===== config.mk =====
export PLATFORM = sky130hd
export DESIGN_NAME = ddeic_top
export DESIGN_NICKNAME = d
export VERILOG_FILES = /design/src/ddeic_pkg.sv /design/src/ddeic_top.sv
export SDC_FILE = /design/constraint.sdc
export NUM_CORES = 1
export LEC_CHECK = 0
export BUFFER_PORTS_ARGS = -buffer_cell sky130_fd_sc_hd__buf_4
export CORE_ASPECT_RATIO = 0.5
export CORE_MARGIN = 4
export CORE_UTILIZATION = 40
export CTS_BUF_LIST = sky130_fd_sc_hd__clkbuf_4 sky130_fd_sc_hd__clkbuf_8
export DETAILED_ROUTE_END_ITERATION = 16
export GPL_TIMING_DRIVEN = 0
export PLACE_DENSITY = 0.75
export SYNTH_ARGS = -nofsm -noshare
export SYNTH_HDL_FRONTEND = slang
export SYNTH_SLANG_ARGS = --single-unit

===== constraint.sdc =====
create_clock -name I_CLOCK -period 2.5 [get_ports I_CLOCK]
set_input_delay 0.25 -clock I_CLOCK [delete_from_list [all_inputs] [get_ports I_CLOCK]]
set_output_delay 0.25 -clock I_CLOCK [all_outputs]
set_load 0.1 [all_outputs]

===== src/ddeic_pkg.sv =====
package ddeic_pkg;
    // register indices; byte address is four times the index
    localparam logic [3:0] IDX_CTRL_A   = 4'h0;
    localparam logic [3:0] IDX_CTRL_B   = 4'h1;
    localparam logic [3:0] IDX_EVCTL    = 4'h2;
    localparam logic [3:0] IDX_IEN_CLR  = 4'h4;
    localparam logic [3:0] IDX_IEN_SET  = 4'h5;
    localparam logic [3:0] IDX_FLAGS    = 4'h6;
    localparam logic [3:0] IDX_STATUS   = 4'h7;
    localparam logic [3:0] IDX_CONV     = 4'h8;
    localparam logic [3:0] IDX_BUF      = 4'hC;
    // field positions
    localparam int CA_SOFT_RESET_BIT    = 0;
    localparam int CA_ENABLE   = 1;
    localparam int CB_DRIVE    = 0;
    localparam int CB_LEFT     = 2;
    localparam int EV_START    = 0;
    localparam int EV_EMPTY    = 1;
    localparam int IRQ_UNDER   = 0;
    localparam int IRQ_EMPTY   = 1;
    localparam int IRQ_SYNC    = 2;
    localparam int ST_BUSY     = 7;
    // reset values
    localparam logic [15:0] VAL_RST  = 16'h0000;
    localparam logic [2:0]  IRQ_RST  = 3'h0;
    // timing: cross-domain settle time, rounded up to whole cycles
    localparam int CLK_PERIOD_NS = 40;
    localparam int SYNC_TIME_NS  = 160;
    localparam logic [2:0] SYNC_CNT =
        3'((SYNC_TIME_NS + CLK_PERIOD_NS - 1) / CLK_PERIOD_NS);
    // captured bus data phase
    typedef struct packed {
        logic       vld;
        logic       wr;
        logic [3:0] idx;
    } ddeic_dphase_type;
endpackage


===== src/ddeic_top.sv =====
// The AHB-Lite slave port is this design's own decision.
`timescale 1ns/1ps
`default_nettype none
// How it works
// - drive bit routes buffer to output pin
// - empty event only when its enable set
// - enabled start event loads buffer, starts conversion
// - reserved bits read back as zero
// - clear-register one bits drop enables
// - set-register one bits raise enables
// - both enable registers read one state
// - busy falling sets sync flag, except enable/reset
// - enabled set flag raises interrupt line
// - writing one clears an interrupt flag
// - buffer write clears buffer-empty flag
// - buffer transfer sets buffer-empty flag
// - start with empty buffer sets underrun
// - status bit seven shows sync busy
// - ten-bit value right or left aligned
// - synced access while busy stalls the bus
// - buffer holds next value, same alignment
module ddeic_top (
    input  wire logic        I_CLOCK,      // 25 MHz bus clock
    input  wire logic        I_RESET_N,    // async reset
    input  wire logic        I_CLK_EN,     // low freezes all state
    input  wire logic        I_HSEL,
    input  wire logic [31:0] I_HADDR,
    input  wire logic [1:0]  I_HTRANS,
    input  wire logic        I_HWRITE,
    input  wire logic [2:0]  I_HSIZE,
    input  wire logic [31:0] I_HWDATA,
    input  wire logic        I_HREADY,
    output logic      [31:0] O_HRDATA,
    output logic             O_HREADYOUT,
    output logic             O_HRESP,
    input  wire logic        I_START_EVT,  // start event pulse
    output logic             O_EMPTY_EVT,  // buffer empty event pulse
    output logic             O_CONV_START, // new conversion pulse
    output logic      [9:0]  O_DAC_CODE,   // value to converter
    output logic             O_VOUT_DRIVE, // output buffer on pin
    output logic             O_IRQ         // interrupt level
);
    ddeic_pkg::ddeic_dphase_type dp_ff;    // pending data phase
    logic        rd_ok_ff;                 // read data ready
    logic [31:0] hrdata_ff;                // read data
    logic        busy_ff;                  // sync in progress
    logic [2:0]  cnt_ff;                   // sync cycles left
    logic        quiet_ff;                 // sync from enable/reset
    logic        soft_reset_bit_ff;                 // soft reset pending
    logic        enable_ff;                // converter enabled
    logic        drive_ff;                 // ext output drive on
    logic        left_ff;                  // left alignment
    logic        ev_start_ff;              // start event input en
    logic        ev_empty_ff;              // empty event output en
    logic [2:0]  ien_ff;                   // interrupt enables
    logic [2:0]  flag_ff;                  // interrupt flags
    logic [15:0] conv_ff;                  // conversion value
    logic [15:0] buf_ff;                   // next value buffer
    logic        full_ff;                  // buffer holds new data
    logic        evt_ff;                   // empty event out
    logic        start_ff;                 // conversion start out
    logic [9:0]  code_ff;                  // aligned code out
    logic [3:0]  idx;                      // data phase index
    logic        sync_w;                   // write needs sync
    logic        sync_r;                   // read needs sync
    logic        wr_go;                    // write completes now
    logic        rd_load;                  // read data captured now
    logic [7:0]  wd;                       // write data low byte
    logic        w_ctrl_a;
    logic        w_ctrl_b;
    logic        w_evctl;
    logic        w_ien_clr;
    logic        w_ien_set;
    logic        w_flags;
    logic        w_conv;
    logic        w_buf;
    logic        soft_reset_bit_req;                // soft reset written
    logic        sync_go;                  // sync starts
    logic        sync_last;                // sync ends at next edge
    logic        soft_clr;                 // soft reset completes
    logic        fire;                     // accepted start event
    logic        xfer;                     // buffer moves to value
    logic        under;                    // start with empty buffer
    logic [2:0]  flag_set;                 // hardware flag sets
    logic [31:0] rd_val;                   // read mux

    // data phase decode
    always_comb
    begin
        idx    = dp_ff.idx;
        sync_w = (idx == ddeic_pkg::IDX_CTRL_A) || (idx == ddeic_pkg::IDX_CONV)
                 || (idx == ddeic_pkg::IDX_BUF);
        sync_r = (idx == ddeic_pkg::IDX_CONV);
        wd     = I_HWDATA[7:0];
    end

    // ready: synced writes wait for busy to drop, reads take one wait, value reads also wait for busy to drop
    always_comb
    begin
        if (!dp_ff.vld)
            O_HREADYOUT = 1'b1;
        else if (dp_ff.wr)
            O_HREADYOUT = !(busy_ff && sync_w);
        else
            O_HREADYOUT = rd_ok_ff;
    end

    assign O_HRESP  = 1'b0;
    assign O_HRDATA = hrdata_ff;
    assign wr_go    = I_CLK_EN && dp_ff.vld && dp_ff.wr && O_HREADYOUT;
    assign rd_load  = dp_ff.vld && !dp_ff.wr && !rd_ok_ff
                      && !(busy_ff && sync_r);

    // write strobes per register
    always_comb
    begin
        w_ctrl_a  = wr_go && (idx == ddeic_pkg::IDX_CTRL_A);
        w_ctrl_b  = wr_go && (idx == ddeic_pkg::IDX_CTRL_B);
        w_evctl   = wr_go && (idx == ddeic_pkg::IDX_EVCTL);
        w_ien_clr = wr_go && (idx == ddeic_pkg::IDX_IEN_CLR);
        w_ien_set = wr_go && (idx == ddeic_pkg::IDX_IEN_SET);
        w_flags   = wr_go && (idx == ddeic_pkg::IDX_FLAGS);
        w_conv    = wr_go && (idx == ddeic_pkg::IDX_CONV);
        w_buf     = wr_go && (idx == ddeic_pkg::IDX_BUF);
        soft_reset_bit_req = w_ctrl_a && wd[ddeic_pkg::CA_SOFT_RESET_BIT];
        sync_go   = w_ctrl_a || w_conv || w_buf;
        sync_last = busy_ff && (cnt_ff == 3'h1);
        soft_clr  = sync_last && soft_reset_bit_ff;
    end

    // start event handling
    always_comb
    begin
        fire  = I_START_EVT && ev_start_ff && enable_ff && !soft_reset_bit_ff;
        xfer  = fire && full_ff;
        under = fire && !full_ff;
        flag_set = 3'h0;
        flag_set[ddeic_pkg::IRQ_UNDER] = under;
        flag_set[ddeic_pkg::IRQ_EMPTY] = xfer;
        flag_set[ddeic_pkg::IRQ_SYNC]  = sync_last && !quiet_ff;
    end

    // address phase capture
    always_ff @(posedge I_CLOCK or negedge I_RESET_N)
    begin
        if (!I_RESET_N)
            dp_ff <= '0;
        else if (I_CLK_EN && I_HREADY)
        begin
            dp_ff.vld <= I_HSEL && I_HTRANS[1] && (I_HADDR[31:6] == 26'h0);
            dp_ff.wr  <= I_HWRITE;
            dp_ff.idx <= I_HADDR[5:2];
        end
    end

    // read mux, reserved and unmapped bits zero
    always_comb
    begin
        rd_val = 32'h0;
        case (idx)
            ddeic_pkg::IDX_CTRL_A:
            begin
                rd_val[ddeic_pkg::CA_SOFT_RESET_BIT]  = soft_reset_bit_ff;
                rd_val[ddeic_pkg::CA_ENABLE] = enable_ff;
            end
            ddeic_pkg::IDX_CTRL_B:
            begin
                rd_val[ddeic_pkg::CB_DRIVE] = drive_ff;
                rd_val[ddeic_pkg::CB_LEFT]  = left_ff;
            end
            ddeic_pkg::IDX_EVCTL:
            begin
                rd_val[ddeic_pkg::EV_START] = ev_start_ff;
                rd_val[ddeic_pkg::EV_EMPTY] = ev_empty_ff;
            end
            ddeic_pkg::IDX_IEN_CLR: rd_val[2:0] = ien_ff;
            ddeic_pkg::IDX_IEN_SET: rd_val[2:0] = ien_ff;
            ddeic_pkg::IDX_FLAGS:   rd_val[2:0] = flag_ff;
            ddeic_pkg::IDX_STATUS:  rd_val[ddeic_pkg::ST_BUSY] = busy_ff;
            ddeic_pkg::IDX_CONV:    rd_val[15:0] = conv_ff;
            ddeic_pkg::IDX_BUF:     rd_val[15:0] = buf_ff;
            default:                rd_val = 32'h0;
        endcase
    end

    // read data register, one wait state per read, longer for a value read while busy
    always_ff @(posedge I_CLOCK or negedge I_RESET_N)
    begin
        if (!I_RESET_N)
        begin
            rd_ok_ff  <= 1'b0;
            hrdata_ff <= 32'h0;
        end
        else if (I_CLK_EN)
        begin
            rd_ok_ff <= rd_load;
            if (rd_load)
                hrdata_ff <= rd_val;
        end
    end

    // sync busy counter; synced writes only land while idle
    always_ff @(posedge I_CLOCK or negedge I_RESET_N)
    begin
        if (!I_RESET_N)
        begin
            busy_ff  <= 1'b0;
            cnt_ff   <= 3'h0;
            quiet_ff <= 1'b0;
            soft_reset_bit_ff <= 1'b0;
        end
        else if (I_CLK_EN)
        begin
            if (sync_go)
            begin
                busy_ff  <= 1'b1;
                cnt_ff   <= ddeic_pkg::SYNC_CNT;
                quiet_ff <= w_ctrl_a;
                soft_reset_bit_ff <= soft_reset_bit_req;
            end
            else if (busy_ff)
            begin
                cnt_ff <= cnt_ff - 3'h1;
                if (sync_last)
                begin
                    busy_ff  <= 1'b0;
                    soft_reset_bit_ff <= 1'b0;
                end
            end
        end
    end

    // control registers; soft reset write discards other bits
    always_ff @(posedge I_CLOCK or negedge I_RESET_N)
    begin
        if (!I_RESET_N)
        begin
            enable_ff   <= 1'b0;
            drive_ff    <= 1'b0;
            left_ff     <= 1'b0;
            ev_start_ff <= 1'b0;
            ev_empty_ff <= 1'b0;
        end
        else if (I_CLK_EN)
        begin
            if (soft_clr || soft_reset_bit_req)
            begin
                enable_ff   <= 1'b0;
                drive_ff    <= 1'b0;
                left_ff     <= 1'b0;
                ev_start_ff <= 1'b0;
                ev_empty_ff <= 1'b0;
            end
            else
            begin
                if (w_ctrl_a)
                    enable_ff <= wd[ddeic_pkg::CA_ENABLE];
                if (w_ctrl_b)
                begin
                    drive_ff <= wd[ddeic_pkg::CB_DRIVE];
                    left_ff  <= wd[ddeic_pkg::CB_LEFT];
                end
                if (w_evctl)
                begin
                    ev_start_ff <= wd[ddeic_pkg::EV_START];
                    ev_empty_ff <= wd[ddeic_pkg::EV_EMPTY];
                end
            end
        end
    end

    // interrupt enables: shared by set and clear registers
    always_ff @(posedge I_CLOCK or negedge I_RESET_N)
    begin
        if (!I_RESET_N)
            ien_ff <= ddeic_pkg::IRQ_RST;
        else if (I_CLK_EN)
        begin
            if (soft_clr)
                ien_ff <= ddeic_pkg::IRQ_RST;
            else if (w_ien_clr)
                ien_ff <= ien_ff & ~wd[2:0];
            else if (w_ien_set)
                ien_ff <= ien_ff | wd[2:0];
        end
    end

    // interrupt flags: hardware set wins over software clear
    always_ff @(posedge I_CLOCK or negedge I_RESET_N)
    begin
        if (!I_RESET_N)
            flag_ff <= ddeic_pkg::IRQ_RST;
        else if (I_CLK_EN)
        begin
            if (soft_clr)
                flag_ff <= ddeic_pkg::IRQ_RST;
            else
            begin
                for (int i = 0; i < 3; i++)
                begin
                    if (flag_set[i])
                        flag_ff[i] <= 1'b1;
                    else if (w_flags && wd[i])
                        flag_ff[i] <= 1'b0;
                    else if (w_buf && (i == ddeic_pkg::IRQ_EMPTY))
                        flag_ff[i] <= 1'b0;
                end
            end
        end
    end

    // value and buffer; a buffer write beats a same-cycle transfer
    always_ff @(posedge I_CLOCK or negedge I_RESET_N)
    begin
        if (!I_RESET_N)
        begin
            conv_ff <= ddeic_pkg::VAL_RST;
            buf_ff  <= ddeic_pkg::VAL_RST;
            full_ff <= 1'b0;
        end
        else if (I_CLK_EN)
        begin
            if (soft_clr)
            begin
                conv_ff <= ddeic_pkg::VAL_RST;
                buf_ff  <= ddeic_pkg::VAL_RST;
                full_ff <= 1'b0;
            end
            else
            begin
                if (xfer)
                    conv_ff <= buf_ff;
                else if (w_conv)
                    conv_ff <= I_HWDATA[15:0];
                if (w_buf)
                begin
                    buf_ff  <= I_HWDATA[15:0];
                    full_ff <= 1'b1;
                end
                else if (xfer)
                    full_ff <= 1'b0;
            end
        end
    end

    // outputs to converter and event fabric
    always_ff @(posedge I_CLOCK or negedge I_RESET_N)
    begin
        if (!I_RESET_N)
        begin
            evt_ff   <= 1'b0;
            start_ff <= 1'b0;
            code_ff  <= 10'h000;
        end
        else if (I_CLK_EN)
        begin
            evt_ff   <= xfer && ev_empty_ff;
            start_ff <= xfer || w_conv;
            code_ff  <= left_ff ? conv_ff[15:6] : conv_ff[9:0];
        end
    end

    assign O_EMPTY_EVT  = evt_ff;
    assign O_CONV_START = start_ff;
    assign O_DAC_CODE   = code_ff;
    assign O_VOUT_DRIVE = drive_ff;
    assign O_IRQ        = |(flag_ff & ien_ff);
endmodule
`default_nettype wire


=== Word level (Yosys, flattened, before mapping) ===
Cells that the tools add are included.

* Muxes and demuxes: 46
* Reductions and logical operators: 75
* Add/sub/neg operators: 1
* Bitwise operators: 4
* Eq/ne operators: 9

{| class="wikitable"
|+ Operator list
! kind !! count
|-
| 16-bit 2-to-1 mux || 5
|-
| 1-bit logical AND || 32
|-
| 1-bit 2-to-1 mux || 28
|-
| 26-bit logical NOT || 1
|-
| 2-bit AND reduction || 13
|-
| 3-bit 2-to-1 mux || 6
|-
| 4-bit by 3-bit equality test with 1-bit output (second input constant) || 4
|-
| 8-bit case mux with 2 select lines || 1
|-
| 3-bit nonzero test || 5
|-
| 2-bit nonzero test || 6
|-
| 10-bit 2-to-1 mux || 1
|-
| 4-bit equality test (second input constant) || 2
|-
| 4-bit case mux with 2 select lines || 1
|-
| 1-bit logical NOT || 7
|-
| 1-bit case mux with 7 select lines || 1
|-
| 3-bit bitwise AND || 2
|-
| 1-bit logical OR || 6
|-
| 1-bit case mux with 6 select lines || 1
|-
| 1-bit case mux with 5 select lines || 1
|-
| 4-bit by 1-bit equality test with 1-bit output (second input constant) || 1
|-
| 4-bit by 2-bit equality test with 1-bit output (second input constant) || 1
|-
| 4-bit logical NOT || 1
|-
| 4-bit nonzero test || 1
|-
| 3-bit by 1-bit equality test with 1-bit output (second input constant) || 1
|-
| other kinds (7) || 7
|}

* Output and inout bits: 48
* Logic and storage cells: 159
* Register bits after elaboration: 85

=== Depth between registers and ports, before layout ===
* Word-level depth: 13
* Depth in mapped cells: 8
* Depth with buffers taken out: 6

=== Worst setup path before layout ===
OpenSTA, ideal clock, no wires.

* Path type: register to output
* Start point: register idx[1] (netlist name)
* End point: output O_HREADYOUT
* Cell stages (with the launch flop): 6
* Data required time: 2.250 ns
* Buffers on the path: 2
* Slack: -0.891 ns
* Arrival time: 3.141 ns
* Cell sequence: dfrtp_1 > buf_2 > buf_1 > nor2_1 > and4_1 > o21ai_0

* Word-level cells in the longest chain between the ends: 7

{| class="wikitable"
|+ Ends and longest elaborated chain
! element !! line !! RTL
|-
| 4-bit equality test / 4-bit logical NOT (equally long branches) || ddeic_top.sv:91 || <nowiki>sync_w = (idx == ddeic_pkg::IDX_CTRL_A) || (idx == ddeic_pkg::IDX_CONV)</nowiki>
|-
| 1-bit logical OR || ddeic_top.sv:91 ||
|-
| 1-bit logical OR (*) || ddeic_top.sv:92 || <nowiki>|| (idx == ddeic_pkg::IDX_BUF);</nowiki>
|-
| 1-bit logical AND (*) || ddeic_top.sv:103 || <nowiki>O_HREADYOUT = !(busy_ff && sync_w);</nowiki>
|-
| 1-bit logical NOT (*) || ddeic_top.sv:103 ||
|-
| 1-bit 2-to-1 mux (*) || ddeic_top.sv:102 || <nowiki>else if (dp_ff.wr)</nowiki>
|-
| 1-bit 2-to-1 mux (*) || ddeic_top.sv:100 || <nowiki>if (!dp_ff.vld)</nowiki>
|-
| end, declared || ddeic_top.sv:34 || <nowiki>output logic O_HREADYOUT,</nowiki>
|}

Every way passes the cells marked *; elsewhere a longest branch is shown, timed or not.

=== Final worst setup path ===
* Start point: register soft_reset_bit_ff
* End point: register conv_ff[11]

* Word-level cells in the longest chain between the ends: 5

{| class="wikitable"
|+ Ends and longest elaborated chain
! element !! line !! RTL
|-
| start, declared || ddeic_top.sv:49 || <nowiki>logic soft_reset_bit_ff;</nowiki>
|-
| start signal, assigned || ddeic_top.sv:219 || <nowiki>soft_reset_bit_ff <= soft_reset_bit_req;</nowiki>
|-
| 1-bit logical NOT || ddeic_top.sv:134 || <nowiki>fire = I_START_EVT && ev_start_ff && enable_ff && !soft_reset_bit_ff;</nowiki>
|-
| 1-bit logical AND || ddeic_top.sv:134 ||
|-
| 1-bit logical AND || ddeic_top.sv:135 || <nowiki>xfer = fire && full_ff;</nowiki>
|-
| 3-bit nonzero test (no source line) / 16-bit 2-to-1 mux (equally long branches) || n/a ||
|-
| 2-bit AND reduction (no source line) / 16-bit 2-to-1 mux (equally long branches) || n/a ||
|-
| end signal, assigned || ddeic_top.sv:317 || <nowiki>conv_ff <= ddeic_pkg::VAL_RST;</nowiki>
|-
| end signal, assigned || ddeic_top.sv:325 || <nowiki>conv_ff <= ddeic_pkg::VAL_RST;</nowiki>
|-
| end signal, assigned || ddeic_top.sv:332 || <nowiki>conv_ff <= buf_ff;</nowiki>
|-
| end, declared || ddeic_top.sv:57 || <nowiki>logic [15:0] conv_ff;</nowiki>
|}

Parallel ways exist; a longest one is shown, timed or not.
A chain may end at the register's enable or synchronous reset.

==> impl_metrics.csv <==
group,metric,value,unit
critical_path,critPathMaxStageDelay,0.44,ns
drt,viasPerCell,5.54,
yosys,yosys_most_used_dff,"dfrtp_1",
drt,via_count,3798,
sta,rsz0062_at_grt,"no",
floorplanning,core_area,10400,um^2
sta,max_freq,430,MHz
critical_path,cpMaxStageDelayCell,"dfrtp_1",
critical_path,cp_common_cell,"clkbuf_1",
critical_path,cp.arrival,2.59,ns
placed_design,dp_hpwl,9190,um
drt,drtIter0Drc,282,
yosys,syn_avg_cell_area,10.2,um^2
yosys,synthCells,431,
run_status,outcome,"complete, no violations",
pwr,total_leakage_power,2.60,nW
sta,period_minus_slack,2.33,ns
layout,multi_input_area,1990,um^2
layout,design_area,5430,um^2
critical_path,cp.required,2.77,ns
clock_tree,clockBufferDepth,2,
clock_tree,holdBufCountCts,0,
sta,fin_setup_tns,0,ns
pwr,ir_drop,279,uV
clock_tree,cts-root-buf,"clkbuf_8",
layout,area_growth,24.0,%
global_route,overflow,0,
global_route,grt_pass1_wl,20300,um
floorplanning,fp-row-count,26,
critical_path,worstSetupEndpointType,"register",
yosys,synth.distinct_cells,61,
layout,antenna_cells,0,
layout,regArea,2130,um^2
global_route,grt_usage,20.6,%
sta,finalCritPeriodShare,93.1,%
clock_tree,postCtsSetupBuffers,0,
clock_tree,cts_buffers,9,
drt,finalWirelength,12900,um
drt,routedWlPerCell,18.9,um
placed_design,place_area,5230,um^2
floorplanning,num_io_pins,124,
clock_tree,clkSlewWorstSetupHoldPaths,0.10,ns
placed_design,gp_congestion,0.894,
critical_path,startpoint_type,"register",
clock_tree,cts_resized,0,
run,cap_viol_max_count,0,
critical_path,worstPathCellList,"and4b_1 -> buf_6 -> and2_1 -> clkbuf_1 -> clkbuf_1 -> o21ai_0 -> mux2_4",
layout,layout-drive-gt1-share,29.5,%
sta,finClkSkew,0.0150,ns
floorplanning,dieHeight,82.0,um
drt,drc,0,
floorplanning,start_util,41.9,%
critical_path,critPathBufInv,3,
drt,dr.pass1.iters,6,
yosys,synth-seq-cells,85,
floorplanning,fp.dieArea,12800,um^2
sta,slew_headroom,27.4,%
critical_path,crit_type,"register to register",
layout,fillers,985,
clock_tree,cts_tree,"yes",
pwr,power_density,537,nW/um^2
yosys,yosys_warnings,0,
worst_hold_path,hold_path.class,"input pin to async pin",
critical_path,crit_path_max_fanout,10,
global_route,grt_start_max_net_pins,86,
yosys,async_flop_share,100,%
floorplanning,die_x,156,um
sta,final_hold_viol_count,0,
drt,ant_nets,0,
sta,worst_pin_slew,1.09,ns
placed_design,port_buffers,82,
critical_path,cpLargestDelayFamily,"buffers and inverters",
yosys,seq_area_frac_synth,48.6,%
global_route,antenna_found_initial,0,
clock_tree,worstSkewPairLatency,0.38,ns
layout,nNetsFinal,618,
yosys,synth_area,4380,um^2
clock_tree,cts_sinks,85,
global_route,grt_pass1_vias,3802,
clock_tree,h-tree-depth,3,
sta,finalMaxSlewViolations,0,
yosys,synth-edff-count,0,
sta,finalSetupViolations,0,
report_power, final:
group / switching, mW / internal [mW] / total [mW] / leakage, nW
clock: 0.548 / 0.426 / 0.974 / 0.0965
combinational: 0.374 / 0.145 / 0.519 / 1.35
sequential: 0.0238 / 1.40 / 1.42 / 1.15
registers in the layout, indices dropped and copies added, names as in the netlist:
| signal | flops |
|---|---|
| ien_ff | 3 |
| buf_ff | 16 |
| rd_ok_ff | 1 |
| soft_reset_bit_ff | 1 |
| full_ff | 1 |
| enable_ff | 1 |
| busy_ff | 1 |
| O_EMPTY_EVT | 1 |
| O_VOUT_DRIVE | 1 |
| left_ff | 1 |
| ev_start_ff | 1 |
| O_DAC_CODE | 10 |
| conv_ff | 16 |
| ev_empty_ff | 1 |
| quiet_ff | 1 |
| dp_ff | 2 |
| idx | 4 |
| flag_ff | 3 |
| cnt_ff | 3 |
| O_HRDATA | 16 |
| O_CONV_START | 1 |
worst register-to-register path: stages, from the launching register on:
cell and delay (ns):
dfrtp_1 0.44, and4b_1 0.32, buf_6 0.15, and2_1 0.13, clkbuf_1 0.30, clkbuf_1 0.41
o21ai_0 0.20, mux2_4 0.29
placed cells by master, fill, tap and decap left out, types with 4 or more instances in the layout:
| cell type | count |
|---|---|
| clkbuf_1 | 17 |
| nor2_1 | 35 |
| dfrtp_1 | 85 |
| buf_2 | 5 |
| nor4_1 | 6 |
| inv_1 | 10 |
| mux2_2 | 13 |
| o21ai_0 | 22 |
| and3_1 | 4 |
| a21o_1 | 4 |
| nand4_1 | 4 |
| nand2_1 | 35 |
| mux2_4 | 10 |
| conb_1 | 17 |
| clkbuf_8 | 11 |
| buf_4 | 99 |
| nand3_1 | 26 |
| a21oi_1 | 24 |
| mux2i_1 | 16 |
| a22oi_1 | 15 |
| a22o_1 | 18 |
path summary, 6_finish.rpt:
path                                   startpoint           to  slack [ns]  depth (start not counted)
worst max-delay path            soft_reset_bit_ff  conv_ff[11]        0.17                          7
worst min register to register           quiet_ff     quiet_ff        0.49                          1
worst max register to register  soft_reset_bit_ff  conv_ff[11]        0.17                          7
max in group asynchronous               I_RESET_N    cnt_ff[0]        1.74                          1
min in group I_CLOCK                  I_HWDATA[8]    buf_ff[8]        0.10                          2
worst min-delay path                    I_RESET_N  O_HRDATA[8]        0.08                          1
cells in the mapped netlist (all sizes together), types with 4 or more instances:
cell | instances | area [um^2]
nand2 | 35 | 131
clkbuf | 19 | 71.3
a21o | 4 | 30.0
nand4 | 4 | 25.0
mux2 | 23 | 297
mux2i | 16 | 160
a22oi | 15 | 113
a22o | 18 | 158
inv | 10 | 37.5
o21ai | 24 | 120
nor2 | 36 | 138
nand3 | 26 | 130
dfrtp | 85 | 2130
nor4 | 6 | 37.5
a21oi | 24 | 120
buf | 29 | 210
and3 | 5 | 36.3
per-stage QoR:
stage               utilization [%]  instances  hold slack [ns]  setup WS, ns  total power, mW
floorplan                         -        447          -0.0456         0.389             1.79
global placement               50.1        669            0.461       -0.0176             1.96
detailed placement             50.1        669            0.473       -0.0169             1.96
CTS                            52.0        685           0.0877        0.0311             2.92
global route                   52.0        685           0.0912        0.0353             3.03
finish                         52.0        685           0.0751         0.172             2.92
per-layer routing:
layer	share of wire (%)	global-route usage, %	up-vias
met4	1.8	6.11	0
li1	-	-	1739
met1	44	27.5	1860
met2	45	33.2	181
met5	0	0	-
met3	8.5	5.68	18
layout make-up:
| cell class | instances | share of cell area [%] |
|---|---|---|
| multi-input combinational | 304 | 36.7 |
| clock buffer | 11 | 2.79 |
| sequential | 85 | 39.2 |
| tap | 140 | 3.23 |
| timing repair buffer | 82 | 11.3 |
| inverter | 10 | 0.691 |
| buffer | 48 | 5.25 |
| clock inverter | 5 | 0.784 |
logic make-up after synthesis:
kind of cell	share of synthesized area, %
simple gates	15.9
compound gates	17.0
flops	48.6
buf+inv	7.29
mux	10.4
fa+ha+maj	0.572
other cells	0.0857
xor+xnor	0.200
(Power assumes the default switching activity.)
